--- config.mk ---
export PLATFORM = sky130hd
export DESIGN_NAME = cca_top
export DESIGN_NICKNAME = d
export VERILOG_FILES = /design/src/hdl/cca_pkg.sv /design/src/hdl/cca_top.sv
export SDC_FILE = /design/constraint.sdc
export NUM_CORES = 1
export LEC_CHECK = 0
export ABC_AREA = 0
export BUFFER_PORTS_ARGS = -buffer_cell sky130_fd_sc_hd__clkbuf_2
export CAP_MARGIN = 15
export CORE_MARGIN = 2
export CORE_UTILIZATION = 45
export DETAILED_ROUTE_END_ITERATION = 10
export PLACE_DENSITY = 0.62
export SYNTH_ARGS = -nofsm -noshare
export SYNTH_HDL_FRONTEND = slang
export SYNTH_SLANG_ARGS = --single-unit
--- constraint.sdc ---
create_clock -name mclk_i -period 118.8 [get_ports mclk_i]
set_clock_uncertainty 0.2 [all_clocks]
set_input_delay 29.7 -clock mclk_i [delete_from_list [all_inputs] [get_ports mclk_i]]
set_output_delay 29.7 -clock mclk_i [all_outputs]
set_load 0.01 [all_outputs]
--- src/hdl/cca_pkg.sv ---
// Package for the converter clock and auxiliary setup block.
// Assumes one 100 MHz clock and byte-wide register accesses.
package cca_pkg;
  // Register offsets
  localparam logic [7:0] ADR_RX_SRC = 8'h39;
  localparam logic [7:0] ADR_RX_OFS = 8'h3B;
  localparam logic [7:0] ADR_MUL_EN = 8'h60;
  localparam logic [7:0] ADR_REG_DIS = 8'h61;
  localparam logic [7:0] ADR_DRIVE = 8'h63;
  localparam logic [7:0] ADR_DCS = 8'h66;
  localparam logic [7:0] ADR_DAC_CLK = 8'h71;
  localparam logic [7:0] ADR_MUL_FAC = 8'h72;
  localparam logic [7:0] ADR_MUL_RST = 8'h75;
  localparam logic [7:0] ADR_AUX_CH = 8'h77;
  localparam logic [7:0] ADR_AUX_HI = 8'h78;
  localparam logic [7:0] ADR_AUX_LO = 8'h79;
  localparam logic [7:0] ADR_AUX_EN = 8'h7A;
  localparam logic [7:0] ADR_TEMP_EN = 8'h7B;
  // Reset values
  localparam logic [7:0] RST_ZERO = 8'h00;
  localparam logic [7:0] RST_RX_OFS = 8'h4D;
  // Field positions
  localparam int B_EN = 7;       // enable bits in 0x60/0x7A/0x7B
  localparam int B_RX_DBL = 1;   // 0x39 doubler select
  localparam int B_RX_RST = 7;   // 0x39 doubler reset
  localparam int B_DCS = 2;      // 0x66 stabilizer bypass
  localparam int B_SRC = 6;      // 0x71 clock from multiplier
  localparam int B_REF = 4;      // 0x71 reference enable
  localparam int B_TX_DBL = 5;   // 0x71 transmit doubler
  localparam int B_MRST = 3;     // 0x75 multiplier reset
  localparam int B_LOCK = 7;     // 0x72 lock flag
  // Analog figures in millivolts and scale factors
  localparam logic [12:0] FS_3V3_MV = 13'h0CE4;
  localparam logic [12:0] FS_1V8_MV = 13'h0708;
  localparam logic [6:0] RATIO_NUM = 7'h36;  // 0.54 as 54/100
  localparam logic [6:0] RATIO_DEN = 7'h64;
  localparam int CODE_SHIFT = 10;            // divide by 1024
  localparam logic [2:0] CH_TEMP = 3'h3;
  // Conversion lengths in aux clock cycles
  localparam logic [5:0] CONV_0 = 6'h14;     // 20
  localparam logic [5:0] CONV_1 = 6'h18;
  localparam logic [5:0] CONV_2 = 6'h1C;
  localparam logic [5:0] CONV_3 = 6'h22;     // 34
  // Multiplier lock time
  localparam int CLK_MHZ = 100;
  localparam int LOCK_NS = 2000;
  localparam int LOCK_CYC = (LOCK_NS * CLK_MHZ + 999) / 1000;
  // Regulator enable pin levels
  typedef enum logic [1:0] {
    CCA_PIN_LOW, CCA_PIN_MID, CCA_PIN_HIGH
  } cca_pin_e;
  // Register request carrier
  typedef struct packed {
    logic wr;
    logic rd;
    logic [7:0] addr;
    logic [7:0] data;
  } cca_req_s;
endpackage : cca_pkg

--- src/hdl/cca_top.sv ---
// Register-driven setup of converter clocks, regulators and aux ADC.
// Assumes register requests are synchronous to mclk_i, one per cycle.
// Function
// Pick aux12 full scale from two bits
// Aux12 output is full scale times code/1024
// Three-level pin sets regulator enables
// Register disables regulators except core
// External 1.8 V needs regulators off
// Write 0x53: multiplier source, reference, N=3
// Multiply by programmed M plus one
// DAC clock is input times mult over N
// Host enables then pulses multiplier reset
// Lock flag reported in bit 7
// Both data buses single rate after reset
// Receive doubler doubles input clock
// Transmit doubler doubles DAC clock, selectable
// Host enables doublers above 15 MHz
// Host bypasses stabilizer below 75 MHz
// Host selects then resets receive doubler
// Host writes doubler offset 0x55
// Write 0x08 sets drive level three
// Host selects temperature channel, starts sample
// Result split high byte, low nibble
// Conversion starts next aux tick, 20-34 cycles
// Temperature channel scaled 0.2 K per code
// Host waits for lock before use
module cca_top
  import cca_pkg::*;
(
  input wire logic mclk_i,
  input wire logic rst_n_i,
  input wire cca_req_s req_i,
  output logic [7:0] rdata_o,
  input wire cca_pin_e regulator_enable_pin_i,
  output logic [4:0] regulator_on_o,
  input wire logic aux12_reference_select_i,
  input wire logic aux12_range_select_i,
  input wire logic [11:0] aux12_code_i,
  input wire logic [11:0] housekeeping_supply_mv_i,
  output logic [14:0] aux12_vout_mv_o,
  input wire logic [17:0] main_clock_khz_i,
  output logic [25:0] converter_tx_clock_khz_o,
  output logic [26:0] transmit_clock_output_khz_o,
  output logic [18:0] converter_rx_clock_khz_o,
  output logic multiplier_locked_o,
  output logic dcs_bypass_o,
  output logic [2:0] rx_drive_level_o,
  output logic [7:0] rx_doubler_offset_o,
  output logic ddr_mode_o,
  input wire logic [11:0] aux_analog_code_i,
  input wire logic [12:0] temperature_voltage_dk_i,
  output logic adc_busy_o
);
  // Writable registers
  logic [7:0] rx_src_r, rx_ofs_r, mul_en_r, reg_dis_r;
  logic [7:0] drive_r, dcs_r, dac_clk_r, mul_fac_r;
  logic [7:0] mul_rst_r, aux_ch_r, aux_en_r, temp_en_r;
  logic [11:0] adc_res_r;   // Last conversion result
  logic locked_r;           // Multiplier lock flag
  logic wr_ch;              // Write to channel register
  assign wr_ch = req_i.wr && req_i.addr == ADR_AUX_CH;

  // Register writes, one concern per register group
  always_ff @(posedge mclk_i or negedge rst_n_i) begin
    if (!rst_n_i) begin
      rx_src_r <= RST_ZERO;
      rx_ofs_r <= RST_RX_OFS;
      mul_en_r <= RST_ZERO;
      reg_dis_r <= RST_ZERO;
      drive_r <= RST_ZERO;
      dcs_r <= RST_ZERO;
      dac_clk_r <= RST_ZERO;
      mul_fac_r <= RST_ZERO;
      mul_rst_r <= RST_ZERO;
      aux_ch_r <= RST_ZERO;
      aux_en_r <= RST_ZERO;
      temp_en_r <= RST_ZERO;
    end else if (req_i.wr) begin
      unique case (req_i.addr)
        ADR_RX_SRC: rx_src_r <= req_i.data;
        ADR_RX_OFS: rx_ofs_r <= req_i.data;
        ADR_MUL_EN: mul_en_r <= req_i.data;
        ADR_REG_DIS: reg_dis_r <= req_i.data;
        ADR_DRIVE: drive_r <= req_i.data;
        ADR_DCS: dcs_r <= req_i.data;
        ADR_DAC_CLK: dac_clk_r <= req_i.data;
        // Lock bit is read-only, only M is stored
        ADR_MUL_FAC: mul_fac_r <= {1'b0, req_i.data[6:0]};
        ADR_MUL_RST: mul_rst_r <= req_i.data;
        ADR_AUX_CH: aux_ch_r <= req_i.data;
        ADR_AUX_EN: aux_en_r <= req_i.data;
        ADR_TEMP_EN: temp_en_r <= req_i.data;
        default: ;  // Unmapped writes are dropped
      endcase
    end
  end

  // Read mux, registered so data appears one cycle after rd
  always_ff @(posedge mclk_i or negedge rst_n_i) begin
    if (!rst_n_i) begin
      rdata_o <= RST_ZERO;
    end else if (req_i.rd) begin
      unique case (req_i.addr)
        ADR_RX_SRC: rdata_o <= rx_src_r;
        ADR_RX_OFS: rdata_o <= rx_ofs_r;
        ADR_MUL_EN: rdata_o <= mul_en_r;
        ADR_REG_DIS: rdata_o <= reg_dis_r;
        ADR_DRIVE: rdata_o <= drive_r;
        ADR_DCS: rdata_o <= dcs_r;
        ADR_DAC_CLK: rdata_o <= dac_clk_r;
        // lock in bit 7
        ADR_MUL_FAC: rdata_o <= {locked_r, mul_fac_r[6:0]};
        ADR_MUL_RST: rdata_o <= mul_rst_r;
        ADR_AUX_CH: rdata_o <= aux_ch_r;
        // high byte then low nibble
        ADR_AUX_HI: rdata_o <= adc_res_r[11:4];
        ADR_AUX_LO: rdata_o <= {adc_res_r[3:0], 4'h0};
        ADR_AUX_EN: rdata_o <= aux_en_r;
        ADR_TEMP_EN: rdata_o <= temp_en_r;
        default: rdata_o <= RST_ZERO;  // Unmapped reads zero
      endcase
    end
  end

  // Regulator enables; bit 0 is the core digital one
  logic [4:0] reg_on_nxt;
  always_comb begin
    // three-level pin decode
    unique case (regulator_enable_pin_i)
      CCA_PIN_HIGH: reg_on_nxt = 5'h1F;
      CCA_PIN_MID: reg_on_nxt = 5'h01;
      default: reg_on_nxt = 5'h00;  // Low, or an illegal code
    endcase
    // register cannot touch core
    reg_on_nxt[4:1] = reg_on_nxt[4:1] & ~reg_dis_r[4:1];
  end
  always_ff @(posedge mclk_i or negedge rst_n_i) begin
    if (!rst_n_i) regulator_on_o <= 5'h00;
    else regulator_on_o <= reg_on_nxt;
  end

  // Aux12 full scale and output level
  logic [12:0] vfs_mv;
  logic [18:0] supply_x;
  logic [24:0] vout_x;
  always_comb begin
    supply_x = housekeeping_supply_mv_i * RATIO_NUM;
    // full scale pick
    unique case ({aux12_reference_select_i, aux12_range_select_i})
      2'b00: vfs_mv = {1'b0, housekeeping_supply_mv_i};
      2'b01: vfs_mv = 13'(supply_x / RATIO_DEN);
      2'b10: vfs_mv = FS_3V3_MV;
      default: vfs_mv = FS_1V8_MV;
    endcase
    vout_x = vfs_mv * aux12_code_i;
  end
  always_ff @(posedge mclk_i or negedge rst_n_i) begin
    // scale by code over 1024
    if (!rst_n_i) aux12_vout_mv_o <= 15'h0000;
    else aux12_vout_mv_o <= vout_x[CODE_SHIFT +: 15];
  end

  // Clock plan: multiplier, divider and doublers
  logic [7:0] mult;
  logic [3:0] ndiv;
  logic [25:0] dll_khz;
  logic dll_src;
  // effective multiplication M plus one
  assign mult = {1'b0, mul_fac_r[6:0]} + 8'h01;
  assign ndiv = (dac_clk_r[3:0] == 4'h0) ? 4'h1 : dac_clk_r[3:0];
  // source from multiplier with reference on
  assign dll_src = dac_clk_r[B_SRC] && dac_clk_r[B_REF];
  assign dll_khz = 26'(main_clock_khz_i * mult);
  always_ff @(posedge mclk_i or negedge rst_n_i) begin
    if (!rst_n_i) begin
      converter_tx_clock_khz_o <= 26'h0;
      transmit_clock_output_khz_o <= 27'h0;
      converter_rx_clock_khz_o <= 19'h0;
    end else begin
      // input times mult over N
      converter_tx_clock_khz_o <= dll_src ?
        26'(dll_khz / ndiv) : {8'h00, main_clock_khz_i};
      // transmit doubler optional
      transmit_clock_output_khz_o <= dac_clk_r[B_TX_DBL] ?
        {converter_tx_clock_khz_o, 1'b0} :
        {1'b0, converter_tx_clock_khz_o};
      // receive doubler, idle while held in reset
      converter_rx_clock_khz_o <=
        (rx_src_r[B_RX_DBL] && !rx_src_r[B_RX_RST]) ?
        {main_clock_khz_i, 1'b0} : {1'b0, main_clock_khz_i};
    end
  end

  // Static controls from registers; bus rate tied to single
  always_comb begin
    dcs_bypass_o = dcs_r[B_DCS];
    // drive level is field plus one
    rx_drive_level_o = {1'b0, drive_r[3:2]} + 3'h1;
    rx_doubler_offset_o = rx_ofs_r;
    // single rate bus; no rate select is held here
    ddr_mode_o = 1'b0;
  end

  // Multiplier lock sequencing
  typedef enum logic [1:0] {
    L_IDLE, L_HOLD, L_WAIT, L_LOCK
  } cca_lock_e;
  cca_lock_e lock_st_r;
  logic [$clog2(LOCK_CYC+1)-1:0] lock_cnt_r;
  logic mul_on;
  assign mul_on = mul_en_r[B_EN] && dac_clk_r[B_REF];
  always_ff @(posedge mclk_i or negedge rst_n_i) begin
    if (!rst_n_i) begin
      lock_st_r <= L_IDLE;
      lock_cnt_r <= '0;
    end else if (!mul_on) begin
      lock_st_r <= L_IDLE;  // Disabled multiplier drops lock
    end else if (mul_rst_r[B_MRST]) begin
      lock_st_r <= L_HOLD;  // Reset held high
    end else begin
      unique case (lock_st_r)
        L_IDLE: lock_st_r <= L_IDLE;
        L_HOLD: begin
          lock_st_r <= L_WAIT;
          lock_cnt_r <= '0;
        end
        L_WAIT: begin
          lock_cnt_r <= lock_cnt_r + 1'b1;
          if (lock_cnt_r == LOCK_CYC - 1) lock_st_r <= L_LOCK;
        end
        L_LOCK: lock_st_r <= L_LOCK;
      endcase
    end
  end
  // flag follows lock state
  assign locked_r = (lock_st_r == L_LOCK);
  assign multiplier_locked_o = locked_r;

  // Aux ADC clock divider: tick once per R main clocks
  logic [2:0] aux_div_r;
  logic aux_tick;
  assign aux_tick = (aux_div_r == 3'h0);
  always_ff @(posedge mclk_i or negedge rst_n_i) begin
    if (!rst_n_i) aux_div_r <= 3'h0;
    else if (!aux_en_r[B_EN] || aux_tick)
      aux_div_r <= (aux_en_r[2:0] == 3'h0) ? 3'h0 : aux_en_r[2:0] - 3'h1;
    else aux_div_r <= aux_div_r - 3'h1;
  end

  // Aux ADC conversion sequencer
  typedef enum logic [1:0] {A_IDLE, A_ARM, A_CONV} cca_adc_e;
  cca_adc_e adc_st_r;
  logic [5:0] conv_cnt_r, conv_len;
  logic [11:0] sample;
  always_comb begin
    unique case (temp_en_r[1:0])
      2'h0: conv_len = CONV_0;
      2'h1: conv_len = CONV_1;
      2'h2: conv_len = CONV_2;
      default: conv_len = CONV_3;
    endcase
    // deci-kelvin halved gives 0.2 K per code
    sample = (aux_ch_r[2:0] == CH_TEMP) ?
      (temp_en_r[B_EN] ? 12'(temperature_voltage_dk_i >> 1) : 12'h000)
      : aux_analog_code_i;
  end
  always_ff @(posedge mclk_i or negedge rst_n_i) begin
    if (!rst_n_i) begin
      adc_st_r <= A_IDLE;
      conv_cnt_r <= 6'h00;
      adc_res_r <= 12'h000;
    end else if (!aux_en_r[B_EN]) begin
      adc_st_r <= A_IDLE;
    end else if (wr_ch) begin
      adc_st_r <= A_ARM;  // A new write restarts conversion
    end else begin
      unique case (adc_st_r)
        A_IDLE: adc_st_r <= A_IDLE;
        // start on next aux tick
        A_ARM: if (aux_tick) begin
          adc_st_r <= A_CONV;
          conv_cnt_r <= conv_len - 6'h01;
        end
        // run the selected cycle count
        A_CONV: if (aux_tick) begin
          if (conv_cnt_r == 6'h01) begin
            adc_st_r <= A_IDLE;
            adc_res_r <= sample;
          end else conv_cnt_r <= conv_cnt_r - 6'h01;
        end
      endcase
    end
  end
  assign adc_busy_o = (adc_st_r != A_IDLE);

  // busy length for the bound check
  // Saturates so a slow aux clock cannot wrap it
  logic [7:0] busy_cyc_r;
  always_ff @(posedge mclk_i or negedge rst_n_i) begin
    if (!rst_n_i) busy_cyc_r <= 8'h00;
    else if (wr_ch || !adc_busy_o) busy_cyc_r <= 8'h00;
    else if (busy_cyc_r != 8'hFF) busy_cyc_r <= busy_cyc_r + 8'h01;
  end
endmodule : cca_top

==> results.sh <==
export IMPL_final_layout_size_suffix_gt1_frac=0.135
export IMPL_tightest_slew_ns=1.17
export IMPL_yosysWarningCount=0
export IMPL_syn_num_nets=4949
export IMPL_start_util=0.454
export IMPL_syn_cell_area_um2=35800
export IMPL_io_pin_count=206
export IMPL_timing_hold_ws_ns=0.263
export IMPL_tritoncts="yes"
export IMPL_grt_overflow_total=0
export IMPL_cts_hold_buffers=0
export IMPL_cp_max_fo=19
export IMPL_routedWlPerCell_um=18.2
export IMPL_yosysMostFrequentCell="nand2_1"
export IMPL_finalWorstSetupSlack_ns=23.78
export IMPL_die_x_um=286
export IMPL_synth_area_top_cells="dfrtp_1 16%, fa_1 12%, ha_1 8.9%"
export IMPL_place_ws_ns=24.11
export IMPL_crit_type="input pin to flop"
export IMPL_max_freq_ghz=0.0105
export IMPL_htreeDepth=1
export IMPL_std_cell_rows=103
export IMPL_rsz0062_at_grt="false"
export IMPL_dieArea_um2=81900
export IMPL_drt_iter0_drc=2175
export IMPL_remaining_drc_errors=0
export IMPL_hold_violations=0
export IMPL_cpMaxStageDelayCell="o311ai_1"
export IMPL_dr_pass1_iters=8
export IMPL_gp_congestion=0.901
export IMPL_vias=33100
export IMPL_max_cap_violations=0
export IMPL_rr_worst_depth=254
export IMPL_die_h_um=286
export IMPL_hold_depth=1
export IMPL_core_area_um2=78900
export IMPL_synthTopCellsByCount="441 x nand2_1, 350 x inv_1, 312 x nor2_1"
export IMPL_tns_ns=0
export IMPL_cp_end_kind="flop"
export IMPL_area_growth_pct=8.26
export IMPL_grt_max_degree=117
export IMPL_synth_edf_count=0
export IMPL_postCtsResizedCells=0
export IMPL_layout_nets=5063
export IMPL_ys_seq_area_frac=0.159
export IMPL_post_route_period_util=0.800
export IMPL_synth_area_per_cell_um2=8.16
export IMPL_drtAntennaViolNets=0
export IMPL_post_route_util=0.492
export IMPL_cts_root_buf="clkbuf_16"
export IMPL_yosysTopAreaCell="dfrtp_1"
export IMPL_synth_cells=4390
export IMPL_insertion_delay_ns=0.61
export IMPL_dp_hpwl_um=80300
export IMPL_antenna_found_initial=1
export IMPL_synthArstFlopShare=1.00
export IMPL_critical_path_max_stage_delay_ns=0.68
export IMPL_cts_buffers=28
export IMPL_cts_clk_slew_worst_paths_ns=0.06
export IMPL_grt_usage=0.247
export IMPL_slew_headroom=0.221
export IMPL_required_ns=118.97
export IMPL_ys_seq_elements=228
export IMPL_synth_top_area_share=0.157
export IMPL_critPathArrivalTime_ns=95.19
export IMPL_cts_path_max_buffers=3
export IMPL_wl_um=102000
export IMPL_setup_viol=0
export IMPL_crit_path_start_kind="input pin"
export IMPL_post_drt_via_cell_ratio=5.93
export IMPL_grt_pass1_vias=32000
export IMPL_cts_sinks=228
export IMPL_grt_pass1_wl_um=169000
export IMPL_status="finished clean"
export IMPL_crit_top_cell="o21a_1"
export IMPL_maxSlewViolCount=0
export IMPL_portBuffers=203
export IMPL_hp_class="flop to flop"
export IMPL_ys_flop_type="dfrtp_1"
export IMPL_fin_crit_ns=95.02
export IMPL_yosysUniqueCellTypes=138
export IMPL_cts_setup_buffers=0
## critical path, delay by kind of cell
| family | cells | cell delay, ns |
|---|---|---|
| mux | 3 | 0.77 |
| fa+ha+maj | 31 | 10.63 |
| compound gates | 116 | 26.43 |
| simple gates | 95 | 26.84 |
| buf+inv | 8 | 0.74 |
## layout make-up
cell class | count | area [um2]
fill | 7790 | 40100
multi-input combinational | 3658 | 28200
sequential | 228 | 5710
inverter | 350 | 1310
tap | 1050 | 1310
timing repair buffer | 238 | 1290
clock buffer | 35 | 767
clock inverter | 17 | 211
antenna | 1 | 2.50
## flip-flops by register name (all words and copies together) (netlist names), 12 cells and up
signal                       flops
transmit_clock_output_khz_o     27
converter_tx_clock_khz_o        26
converter_rx_clock_khz_o        19
aux12_vout_mv_o                 15
adc_res_r                       12
## kinds of logic (layout without fill, tap and decap cells)
family,count (synthesis),count (layout),synth area share
compound gates,1103,1103,0.215
xor+xnor,204,204,0.0505
fa+ha+maj,469,469,0.208
buf+inv,504,640,0.0547
flops,228,228,0.159
mux,230,230,0.0709
other cells,1,2,0.000105
simple gates,1651,1651,0.241
## cells in the final DEF (no fill, tap or decap), drive strengths merged, types with 73 or more instances in the layout
master	n
nand2	442
xnor2	134
o21a	74
dfrtp	224
nor2	318
a21oi	232
and2	131
inv	353
mux2	182
ha	255
clkbuf	237
nor3	141
o21ai	230
fa	213
nor2b	73
nand3	124
## path summary, 6_finish.rpt
path | from | endpoint | slack (ns)
worst max-delay path | main_clock_khz_i[12] | converter_tx_clock_khz_o[0] | 23.78
worst min-delay path | reg_dis_r[4] | regulator_on_o[4] | 0.26
worst max register to register | mul_fac_r[0] | converter_tx_clock_khz_o[0] | 51.21
worst min register to register | reg_dis_r[4] | regulator_on_o[4] | 0.26
max in group asynchronous | rst_n_i | aux12_vout_mv_o[10] | 87.33
min in group asynchronous | rst_n_i | rx_src_r[3] | 28.93
## metal layers
metal / track usage / vias up / part of all wire
li1: - / 16100 / -
met1: 0.361 / 16100 / 0.49
met2: 0.394 / 816 / 0.45
met3: 0.0247 / 104 / 0.050
met4: 0.0527 / 0 / 0.019
met5: 0 / - / 0
## through the flow
step,cells,instance area [um2]
CTS,5575,38800
detailed placement,5523,37800
global route,5577,38800
floorplan,4390,35800
global placement,5523,37800
finish,5577,38800
Power is left out: the tool's default activity adds up to more than one toggle a clock period on the data nets, which glitch-free logic cannot reach.
